==> src/rtl/aesa_consts.svh <==
// Constants for the asynchronous ECC static memory controller.
// Assumes a 100 MHz controller clock.
`ifndef AESA_CONSTS_SVH
`define AESA_CONSTS_SVH
`define AESA_CLK_PERIOD_PS 10000
`define AESA_T_RC_PS       10000
`define AESA_T_PWE_PS      7000
`define AESA_T_DOE_PS      10000
`define AESA_RD_CYC        ((`AESA_T_DOE_PS + `AESA_CLK_PERIOD_PS - 1) / `AESA_CLK_PERIOD_PS + 1)
`define AESA_WR_CYC        ((`AESA_T_PWE_PS + `AESA_CLK_PERIOD_PS - 1) / `AESA_CLK_PERIOD_PS)
`define AESA_ADDR_W        20
`define AESA_DATA_W        16
`define AESA_LANE_LO       0
`define AESA_LANE_HI       1
`endif

==> src/rtl/aesa_pkg.sv <==
// Types for the asynchronous ECC static memory controller.
// Assumes aesa_consts.svh is on the include path.
package aesa_pkg;
	typedef enum logic [4:0] {
		AESA_IDLE  = 5'h01,
		AESA_SETUP = 5'h02,
		AESA_RD    = 5'h04,
		AESA_WR    = 5'h08,
		AESA_END   = 5'h10
	} aesa_state_type;
	typedef logic [1:0] aesa_lanes_type;
endpackage : aesa_pkg

==> src/rtl/aesa_cnt_if.sv <==
// Interface between the controller and its pulse timer.
// Assumes one clock domain.
`timescale 1ns/1ps
`default_nettype none
interface aesa_cnt_if;
	logic       load;
	logic [3:0] count;
	logic       done;
	modport ctl (output load, output count, input done);
	modport tmr (input load, input count, output done);
endinterface : aesa_cnt_if
`default_nettype wire

==> src/rtl/aesa_ctrl.sv <==
// Host-side controller driving an asynchronous 1M x 16 ECC static memory.
// Assumes memory pins registered here; bidirectional data split in/out/enable.
`include "aesa_consts.svh"
`timescale 1ns/1ps
`default_nettype none
module aesa_ctrl
#(
	parameter int ADDR_W = `AESA_ADDR_W,
	parameter int DATA_W = `AESA_DATA_W
)
(
	input  wire logic                   i_clk,
	input  wire logic                   i_rst,
	input  wire logic                   i_req,
	input  wire logic                   i_we,
	input  wire logic [ADDR_W-1:0]      i_addr,
	input  wire logic [DATA_W-1:0]      i_wdata,
	input  wire aesa_pkg::aesa_lanes_type i_lanes,
	output logic                        o_busy,
	output logic                        o_done,
	output logic [DATA_W-1:0]           o_rdata,
	output logic                        o_err,
	output logic                        o_chip_select_low_active,
	output logic                        o_chip_select_high_active,
	output logic                        o_oe_n,
	output logic                        o_we_n,
	output logic                        o_lower_lane_enable_n,
	output logic                        o_upper_lane_enable_n,
	output logic [ADDR_W-1:0]           o_addr,
	output logic [DATA_W-1:0]           o_dq,
	output logic                        o_dq_oe_n,
	input  wire logic [DATA_W-1:0]      i_dq,
	input  wire logic                   i_err
);
	import aesa_pkg::*;

	localparam logic [3:0] RD_CYC = 4'(`AESA_RD_CYC);
	localparam logic [3:0] WR_CYC = 4'(`AESA_WR_CYC);

	// Keep only bytes of enabled lanes, clear the rest
	function automatic logic [DATA_W-1:0] lane_mask(input logic [DATA_W-1:0] d,
		input aesa_lanes_type l);
		logic [DATA_W-1:0] r;
		r = d;
		if (!l[`AESA_LANE_LO])
			r[DATA_W/2-1:0] = '0;
		if (!l[`AESA_LANE_HI])
			r[DATA_W-1:DATA_W/2] = '0;
		return r;
	endfunction : lane_mask

	aesa_cnt_if cnt ();
	aesa_timer u_timer (.i_clk(i_clk), .i_rst(i_rst), .cnt(cnt));

	aesa_state_type    state_reg, state_next;
	logic              wr_reg, wr_next;
	aesa_lanes_type    lanes_reg, lanes_next;
	logic              busy_reg, busy_next;
	logic              done_reg, done_next;
	logic [DATA_W-1:0] rdata_reg, rdata_next;
	logic              err_reg, err_next;
	logic              cs_n_reg, cs_n_next;
	logic              oe_n_reg, oe_n_next;
	logic              we_n_reg, we_n_next;
	logic              ble_n_reg, ble_n_next;
	logic              bhe_n_reg, bhe_n_next;
	logic [ADDR_W-1:0] addr_reg, addr_next;
	logic [DATA_W-1:0] dq_reg, dq_next;
	logic              dq_oe_n_reg, dq_oe_n_next;

	always_comb
	begin
		state_next   = state_reg;
		wr_next      = wr_reg;
		lanes_next   = lanes_reg;
		busy_next    = busy_reg;
		done_next    = 1'b0;
		rdata_next   = rdata_reg;
		err_next     = err_reg;
		cs_n_next    = cs_n_reg;
		oe_n_next    = oe_n_reg;
		we_n_next    = we_n_reg;
		ble_n_next   = ble_n_reg;
		bhe_n_next   = bhe_n_reg;
		addr_next    = addr_reg;
		dq_next      = dq_reg;
		dq_oe_n_next = dq_oe_n_reg;
		cnt.load     = 1'b0;
		cnt.count    = 4'h0;
		unique case (state_reg)
			AESA_IDLE:
			begin
				// Requests with no lane selected are dropped as nothing would happen
				if (i_req && (i_lanes != 2'h0))
				begin
					state_next = AESA_SETUP;
					busy_next  = 1'b1;
					wr_next    = i_we;
					lanes_next = i_lanes;
					addr_next  = i_addr;
					dq_next    = i_wdata;
				end
			end
			AESA_SETUP:
			begin
				// Address has been stable a cycle; now select and strobe together
				cs_n_next  = 1'b0;
				ble_n_next = !lanes_reg[`AESA_LANE_LO];
				bhe_n_next = !lanes_reg[`AESA_LANE_HI];
				cnt.load   = 1'b1;
				if (wr_reg)
				begin
					oe_n_next    = 1'b1;
					we_n_next    = 1'b0;
					dq_oe_n_next = 1'b0;
					cnt.count    = WR_CYC;
					state_next   = AESA_WR;
				end
				else
				begin
					we_n_next    = 1'b1;
					oe_n_next    = 1'b0;
					dq_oe_n_next = 1'b1;
					cnt.count    = RD_CYC;
					state_next   = AESA_RD;
				end
			end
			AESA_RD:
			begin
				if (cnt.done)
				begin
					rdata_next = lane_mask(i_dq, lanes_reg);
					err_next   = i_err;
					oe_n_next  = 1'b1;
					cs_n_next  = 1'b1;
					ble_n_next = 1'b1;
					bhe_n_next = 1'b1;
					state_next = AESA_END;
				end
			end
			AESA_WR:
			begin
				if (cnt.done)
				begin
					// Write enable rises first, data held one more cycle
					we_n_next  = 1'b1;
					state_next = AESA_END;
				end
			end
			AESA_END:
			begin
				cs_n_next    = 1'b1;
				ble_n_next   = 1'b1;
				bhe_n_next   = 1'b1;
				dq_oe_n_next = 1'b1;
				if (!wr_reg)
					err_next = err_reg;
				else
					err_next = 1'b0;
				busy_next  = 1'b0;
				done_next  = 1'b1;
				state_next = AESA_IDLE;
			end
		endcase
	end

	always_ff @(posedge i_clk)
	begin
		if (i_rst)
		begin
			state_reg   <= AESA_IDLE;
			wr_reg      <= 1'b0;
			lanes_reg   <= 2'h0;
			busy_reg    <= 1'b0;
			done_reg    <= 1'b0;
			rdata_reg   <= '0;
			err_reg     <= 1'b0;
			cs_n_reg    <= 1'b1;
			oe_n_reg    <= 1'b1;
			we_n_reg    <= 1'b1;
			ble_n_reg   <= 1'b1;
			bhe_n_reg   <= 1'b1;
			addr_reg    <= '0;
			dq_reg      <= '0;
			dq_oe_n_reg <= 1'b1;
		end
		else
		begin
			state_reg   <= state_next;
			wr_reg      <= wr_next;
			lanes_reg   <= lanes_next;
			busy_reg    <= busy_next;
			done_reg    <= done_next;
			rdata_reg   <= rdata_next;
			err_reg     <= err_next;
			cs_n_reg    <= cs_n_next;
			oe_n_reg    <= oe_n_next;
			we_n_reg    <= we_n_next;
			ble_n_reg   <= ble_n_next;
			bhe_n_reg   <= bhe_n_next;
			addr_reg    <= addr_next;
			dq_reg      <= dq_next;
			dq_oe_n_reg <= dq_oe_n_next;
		end
	end

	// Dual-select parts see the high-active select as the inverse of the low one
	logic cs_hi_reg;
	always_ff @(posedge i_clk)
	begin
		if (i_rst)
			cs_hi_reg <= 1'b0;
		else
			cs_hi_reg <= !cs_n_next;
	end

	assign o_busy                    = busy_reg;
	assign o_done                    = done_reg;
	assign o_rdata                   = rdata_reg;
	assign o_err                     = err_reg;
	assign o_chip_select_low_active  = cs_n_reg;
	assign o_chip_select_high_active = cs_hi_reg;
	assign o_oe_n                    = oe_n_reg;
	assign o_we_n                    = we_n_reg;
	assign o_lower_lane_enable_n     = ble_n_reg;
	assign o_upper_lane_enable_n     = bhe_n_reg;
	assign o_addr                    = addr_reg;
	assign o_dq                      = dq_reg;
	assign o_dq_oe_n                 = dq_oe_n_reg;
endmodule : aesa_ctrl
`default_nettype wire

==> src/rtl/aesa_timer.sv <==
// Down-counter timing read and write strobe widths.
// Assumes synchronous active-high reset.
`timescale 1ns/1ps
`default_nettype none
module aesa_timer
(
	input  wire logic i_clk,
	input  wire logic i_rst,
	aesa_cnt_if.tmr   cnt
);
	logic [3:0] left_reg;
	logic [3:0] left_next;
	always_comb
	begin
		left_next = left_reg;
		if (cnt.load)
			left_next = cnt.count;
		else if (left_reg != 4'h0)
			left_next = left_reg - 4'h1;
	end
	always_ff @(posedge i_clk)
	begin
		if (i_rst)
			left_reg <= 4'h0;
		else
			left_reg <= left_next;
	end
	assign cnt.done = (left_reg == 4'h1) && !cnt.load;
endmodule : aesa_timer
`default_nettype wire

==> config.mk <==
export PLATFORM = sky130hd
export DESIGN_NAME = aesa_ctrl
export DESIGN_NICKNAME = d
export VERILOG_FILES = /design/src/rtl/aesa_pkg.sv /design/src/rtl/aesa_cnt_if.sv /design/src/rtl/aesa_ctrl.sv /design/src/rtl/aesa_timer.sv
export VERILOG_INCLUDE_DIRS = /design/src /design/src/rtl
export SDC_FILE = /design/constraint.sdc
export NUM_CORES = 1
export LEC_CHECK = 0
export ABC_CLOCK_PERIOD_IN_PS = 4800
export BUFFER_PORTS_ARGS = -buffer_cell sky130_fd_sc_hd__buf_2
export CORE_ASPECT_RATIO = 0.9
export CORE_MARGIN = 3
export CORE_UTILIZATION = 30
export DETAILED_ROUTE_END_ITERATION = 8
export GPL_ROUTABILITY_DRIVEN = 1
export SYNTH_ARGS = -nofsm -noshare
export SYNTH_HDL_FRONTEND = slang
export SYNTH_SLANG_ARGS = --single-unit
export TNS_END_PERCENT = 50
==> constraint.sdc <==
create_clock -name i_clk -period 4.8 [get_ports i_clk]
set_input_delay 0.48 -clock i_clk [delete_from_list [all_inputs] [get_ports i_clk]]
set_output_delay 0.48 -clock i_clk [all_outputs]
set_load 0.02 [all_outputs]
* Word-level counts from Yosys, hierarchy flattened
Index checks and enable logic that the tools add are counted.
Word-level totals: logic and storage cells 80, latch bits 0, memory bits (writable) 0, ROM bits 0, output and inout port bits 62, input bits 59, memories 0, flip-flop bits (word level) 74
Cells by class: add/sub/neg operators 1, $mul 0, order comparisons 0, equality and inequality tests 11, shift operators 0, bitwise logic cells 0, reductions and logical operators 24, mux-type cells 27, divide/modulo/power cells 0
Operators with widths (number):
- $pmux W5 S4 | 1
- $mux W8 | 2
- $reduce_and A2 Y1 | 7
- $reduce_bool A2 Y1 | 7
- $mux W4 | 3
- $mux W5 | 2
- $pmux W1 S2 | 5
- $mux W1 | 9
- $pmux W1 S3 | 3
- $ne A2 B2 Y1 const B | 4
- $eq A5 B1 Y1 const B | 1
- $eq A5 B2 Y1 const B | 1
- $eq A5 B3 Y1 const B | 1
- $eq A5 B4 Y1 const B | 1
- $eq A5 B5 Y1 const B | 1
- $eq A4 B1 Y1 const B | 1
- $logic_not A1 Y1 | 4
- $mux W2 | 2
- $reduce_bool A4 Y1 | 1
- $sub A4 B1 Y4 const B | 1
- $reduce_and A3 Y1 | 1
- $reduce_bool A3 Y1 | 1
- $logic_and A1 B1 Y1 | 2
- $ne A2 B1 Y1 const B | 1
- $reduce_or A2 Y1 | 1

* Depth between registers and ports, before layout
depth after elaboration 7, gate-level depth with buffers 8, gate-level depth less buffers 6

* Modules after synthesis
Synthesis repeated with hierarchy kept, for this count alone.
Second synthesis, totals: cells, all modules 347, area total of the unflattened synthesis 3163.0 um2
By module, submodules not included:
- aesa_ctrl | seq. area each 1401.3 um2, cells an instance 321, area each 2914.0 um2, instances 1
- aesa_timer | seq. area each 80.1 um2, cells an instance 26, area each 249.0 um2, instances 1

* Least setup slack after synthesis
No wires, ideal clock.
path type reg-to-reg, start register state_reg[2], end register lanes_reg[0], stages on the path, launching flop included 8, period minus slack after synthesis 1.808 ns, path slack 2.992 ns, arrival 1.676 ns, data required time 4.668 ns, buffers on the path 3, library setup time 0.132 ns, cells stage by stage dfxtp_1 > buf_2 > or4b_4 > or3b_4 > buf_6 > buf_6 > nand2_1 > a21oi_1
On the way: word-level cells in the longest chain between the ends 2
RTL lines:
- from (decl) | RTL line aesa_ctrl.sv:55 | aesa_state_type state_reg, state_next;
- from (signal assigned) | RTL line aesa_ctrl.sv:189 | state_reg <= state_next;
- $eq A5 B1 Y1 | RTL line aesa_ctrl.sv:90 | unique case (state_reg)
- $reduce_and A2 Y1 (no line)
- to (signal assigned) | RTL line aesa_ctrl.sv:191 | lanes_reg <= lanes_next;
- to (decl) | RTL line aesa_ctrl.sv:57 | aesa_lanes_type lanes_reg, lanes_next;
No other way between the ends. A chain may end at the register's enable or synchronous reset.

* Worst setup path after layout
start register u_timer.left_reg[1], end register err_reg, in the netlist o_err
On the way: word-level cells in the longest chain between the ends 4
RTL lines:
- from (decl) | RTL line aesa_timer.sv:11 | logic [3:0] left_reg;
- from (signal assigned) | RTL line aesa_timer.sv:26 | left_reg <= left_next;
- $eq A4 B1 Y1 | RTL line aesa_timer.sv:28 | assign cnt.done = (left_reg == 4'h1) && !cnt.load;
- $logic_and A1 B1 Y1 | RTL line aesa_timer.sv:28
- $ne A2 B2 Y1 (no line)
- $reduce_and A3 Y1 (no line)
- to (signal assigned) | RTL line aesa_ctrl.sv:195 | err_reg <= err_next;
- to (decl) | RTL line aesa_ctrl.sv:61 | logic err_reg, err_next;
No other way between the ends.

==> impl_metrics.toml <==
[floorplanning]
ios = 121
die_w_um = 108.4
core_um2 = 8889
die_y_um = 98.13
rows = 32
dieArea_um2 = 10630
initial_core_util_pct = 31.83

[logic_synthesis]
syn-mean-instance-area_um2 = 8.153
synth-async-reset-ratio_pct = 0
synth_edf_count = 0
synth-main-ff-cell = "dfxtp_1"
synthTopCellsByArea = "dfxtp_1, nand2_1, a21oi_1, nand3_1, clkbuf_1"
ys_ff_latch = 74
syn-instance-count = 347
synth_top_area_cell = "dfxtp_1"
synth_top_area_share_pct = 52.37
syn-num-nets = 408
yosysMostFrequentCell = "nand2_1"
synth_area_um2 = 2829
synth_cell_types = 38
synthTopCellsByCount = "nand2_1, dfxtp_1, a21oi_1, nand3_1, clkbuf_1"
synth_warnings = 0
yosysSeqAreaShare_pct = 52.37

[timing]
clock-skew-final_ns = 0.009589
fin_crit_sh_pct = 44.78
final_hold_viol_count = 0
rsz0062_at_grt = "no"
layout_min_cycle_time_ns = 2.150
relSlewSlack_pct = 44.88
fmax_mhz = 465.2
setup_tns_ns = 0
setup_violations = 0
maxSlewViolCount = 0
tightest_slew_ns = 0.8268

[routing]
dr.pass1.iters = 4
routedWlPerCell_um = 12.54
via_count = 2671
drtIter0Drc = 175
drt_drc_violations_left = 0
routed_wl_um = 7274
postRouteAntennaNets = 0
vias_per_cell = 4.605

[critical_path]
crit_start = "u_timer.left_reg[1]"
rr_endpoint = "o_err"
path_buf_inv = 1
crit_chain = "inv_1 -> ha_1 -> nor3b_1 -> nand3_1 -> a21oi_1 -> mux2i_1"
critPathLaunchType = "flop"
r2r-start = "u_timer.left_reg[1]"
slowest_delay_ns = 0.58
critPathCaptureType = "flop"
path_delay_family = "simple AND/OR/NAND/NOR gates"
ff2ff_path_depth = 6
reg2reg_slack_ns = 2.65
crit_arrival_ns = 2.42
cp.required_ns = 5.07
path_class = "flop to flop"
crit_fanout = 18
slowest_stage = "nand3_1"

[clock_network]
htree_levels = 3
clk_latency_ns = 0.35
cts-root-buf = "clkbuf_8"
hold_buffers = 0
cts_setup_buffers = 0
cts_sinks = 74
ctsResizeCount = 0
cts.clk_slew.worst_paths_ns = 0.08
numCtsBuffers = 9
clockBufferDepth = 2
cts_tree = "done"

[layout]
syn2layout_area_growth_pct = 31.71
drive_gt1_share_pct = 31.24
diodes = 0
nNetsFinal = 517
fill_cells = 937
largest_reg_flops = 20
final_area_um2 = 3726

[worst_hold_path]
hold_end = "o_dq[13]"
worst_hold_path_type = "primary input to flop"
hp-start = "i_wdata[13]"
whs_path_depth = 3

[global_routing]
overflow = 0
antenna_found_initial = 0
grt_pass1_vias = 2506
grt_max_degree = 45
grt_pass1_wl_um = 11920
grt_use_total_pct = 14.09

[run]
drv_cap = 0

[placed_design]
io_buffers = 120
placedInstanceArea_um2 = 3485
hpwl_um = 5208
globalplace.congestion = 0.8313

[power_and_ir_drop]
power_density_nw_per_um2 = 417.4
power.leakage_nw = 1.610
vdd_drop_max_mv = 0.2156

[outcome]
status = "completed"
-- worst min-delay path, stage by stage --
cell and delay [ns]:
buf_2 0.09, nand2_1 0.04, a21oi_1 0.05
-- how the worst max path moves through the flow --
stage	endpoint	slack [ns]	depth (start not counted)
after floorplan	lanes_reg[0]	2.99	7
after global placement	o_err	2.63	6
after detailed placement	o_err	2.65	6
after CTS	o_err	2.60	6
after global routing	o_err	2.40	6
final	o_err	2.65	6
-- logic make-up after synthesis --
group | count (synthesis) | share of synthesized area (%)
compound gates | 79 | 15.17
xor+xnor | 3 | 0.9290
fa+ha+maj | 2 | 0.8844
buf+inv | 28 | 4.600
flops | 74 | 52.37
mux | 2 | 0.7519
simple gates | 159 | 25.30
-- placed cells by master (no fill, tap or decap), drive strengths merged, types with 2 or more instances in the layout --
cell type  Yosys  final
or3            3      3
xnor2          2      2
nor2b          2      2
o21ai          3      3
a22oi          2      2
clkbuf        14      9
nand2b         3      3
clkinv         0      4
bufinv         0      3
a21o           2      2
nor2          11     11
buf           10    122
nand3         22     22
or3b           3      3
nor3           5      5
o211ai         2      2
inv            4      4
dfxtp         74     74
ha             2      2
nor3b          2      2
a21oi         62     62
nand2        103    103
o21a           3      3
a31oi          2      2
-- report_power, final --
| part | internal, mW | switching (mW) |
|---|---|---|
| logic | 0.116 | 0.169 |
| clock network | 0.345 | 0.231 |
| registers | 0.658 | 0.0358 |
| total | 1.12 | 0.436 |
-- final cells by class --
cell class	count	area, µm²	share of cell area (%)
multi-input cells	245	1224	32.84
flip-flops and latches	74	1481	39.76
clock inverters	7	117.6	3.156
well taps	119	148.9	3.996
inverters	4	15.01	0.4030
clock buffers	9	123.9	3.324
repair buffers	122	615.6	16.52
-- routing by layer --
layer / up-vias / track usage (%) / part of all wire [%] / routed length, µm
met5: - / 0 / 0 / 0
met2: 93 / 20.27 / 41 / 3011
met3: 8 / 5.816 / 9.3 / 678
met1: 1190 / 18.72 / 48 / 3482
li1: 1380 / - / - / -
met4: 0 / 5.534 / 1.4 / 102
-- per-stage QoR --
| step | util [%] | hold slack [ns] | instances | setup WS (ns) | power, mW |
|---|---|---|---|---|---|
| 2_1_floorplan | - | 0.4540 | 347 | 2.992 | 0.9089 |
| 3_3_place_gp | 39.20 | 0.4371 | 564 | 2.633 | 0.9880 |
| 3_5_place_dp | 39.20 | 0.4437 | 564 | 2.651 | 0.9947 |
| 4_1_cts | 41.92 | 0.3459 | 580 | 2.598 | 1.577 |
| 5_1_grt | 41.92 | 0.3521 | 580 | 2.401 | 1.644 |
| 6_report | 41.92 | 0.3663 | 580 | 2.650 | 1.555 |
Note: power is estimated with default switching activity, not from simulation.
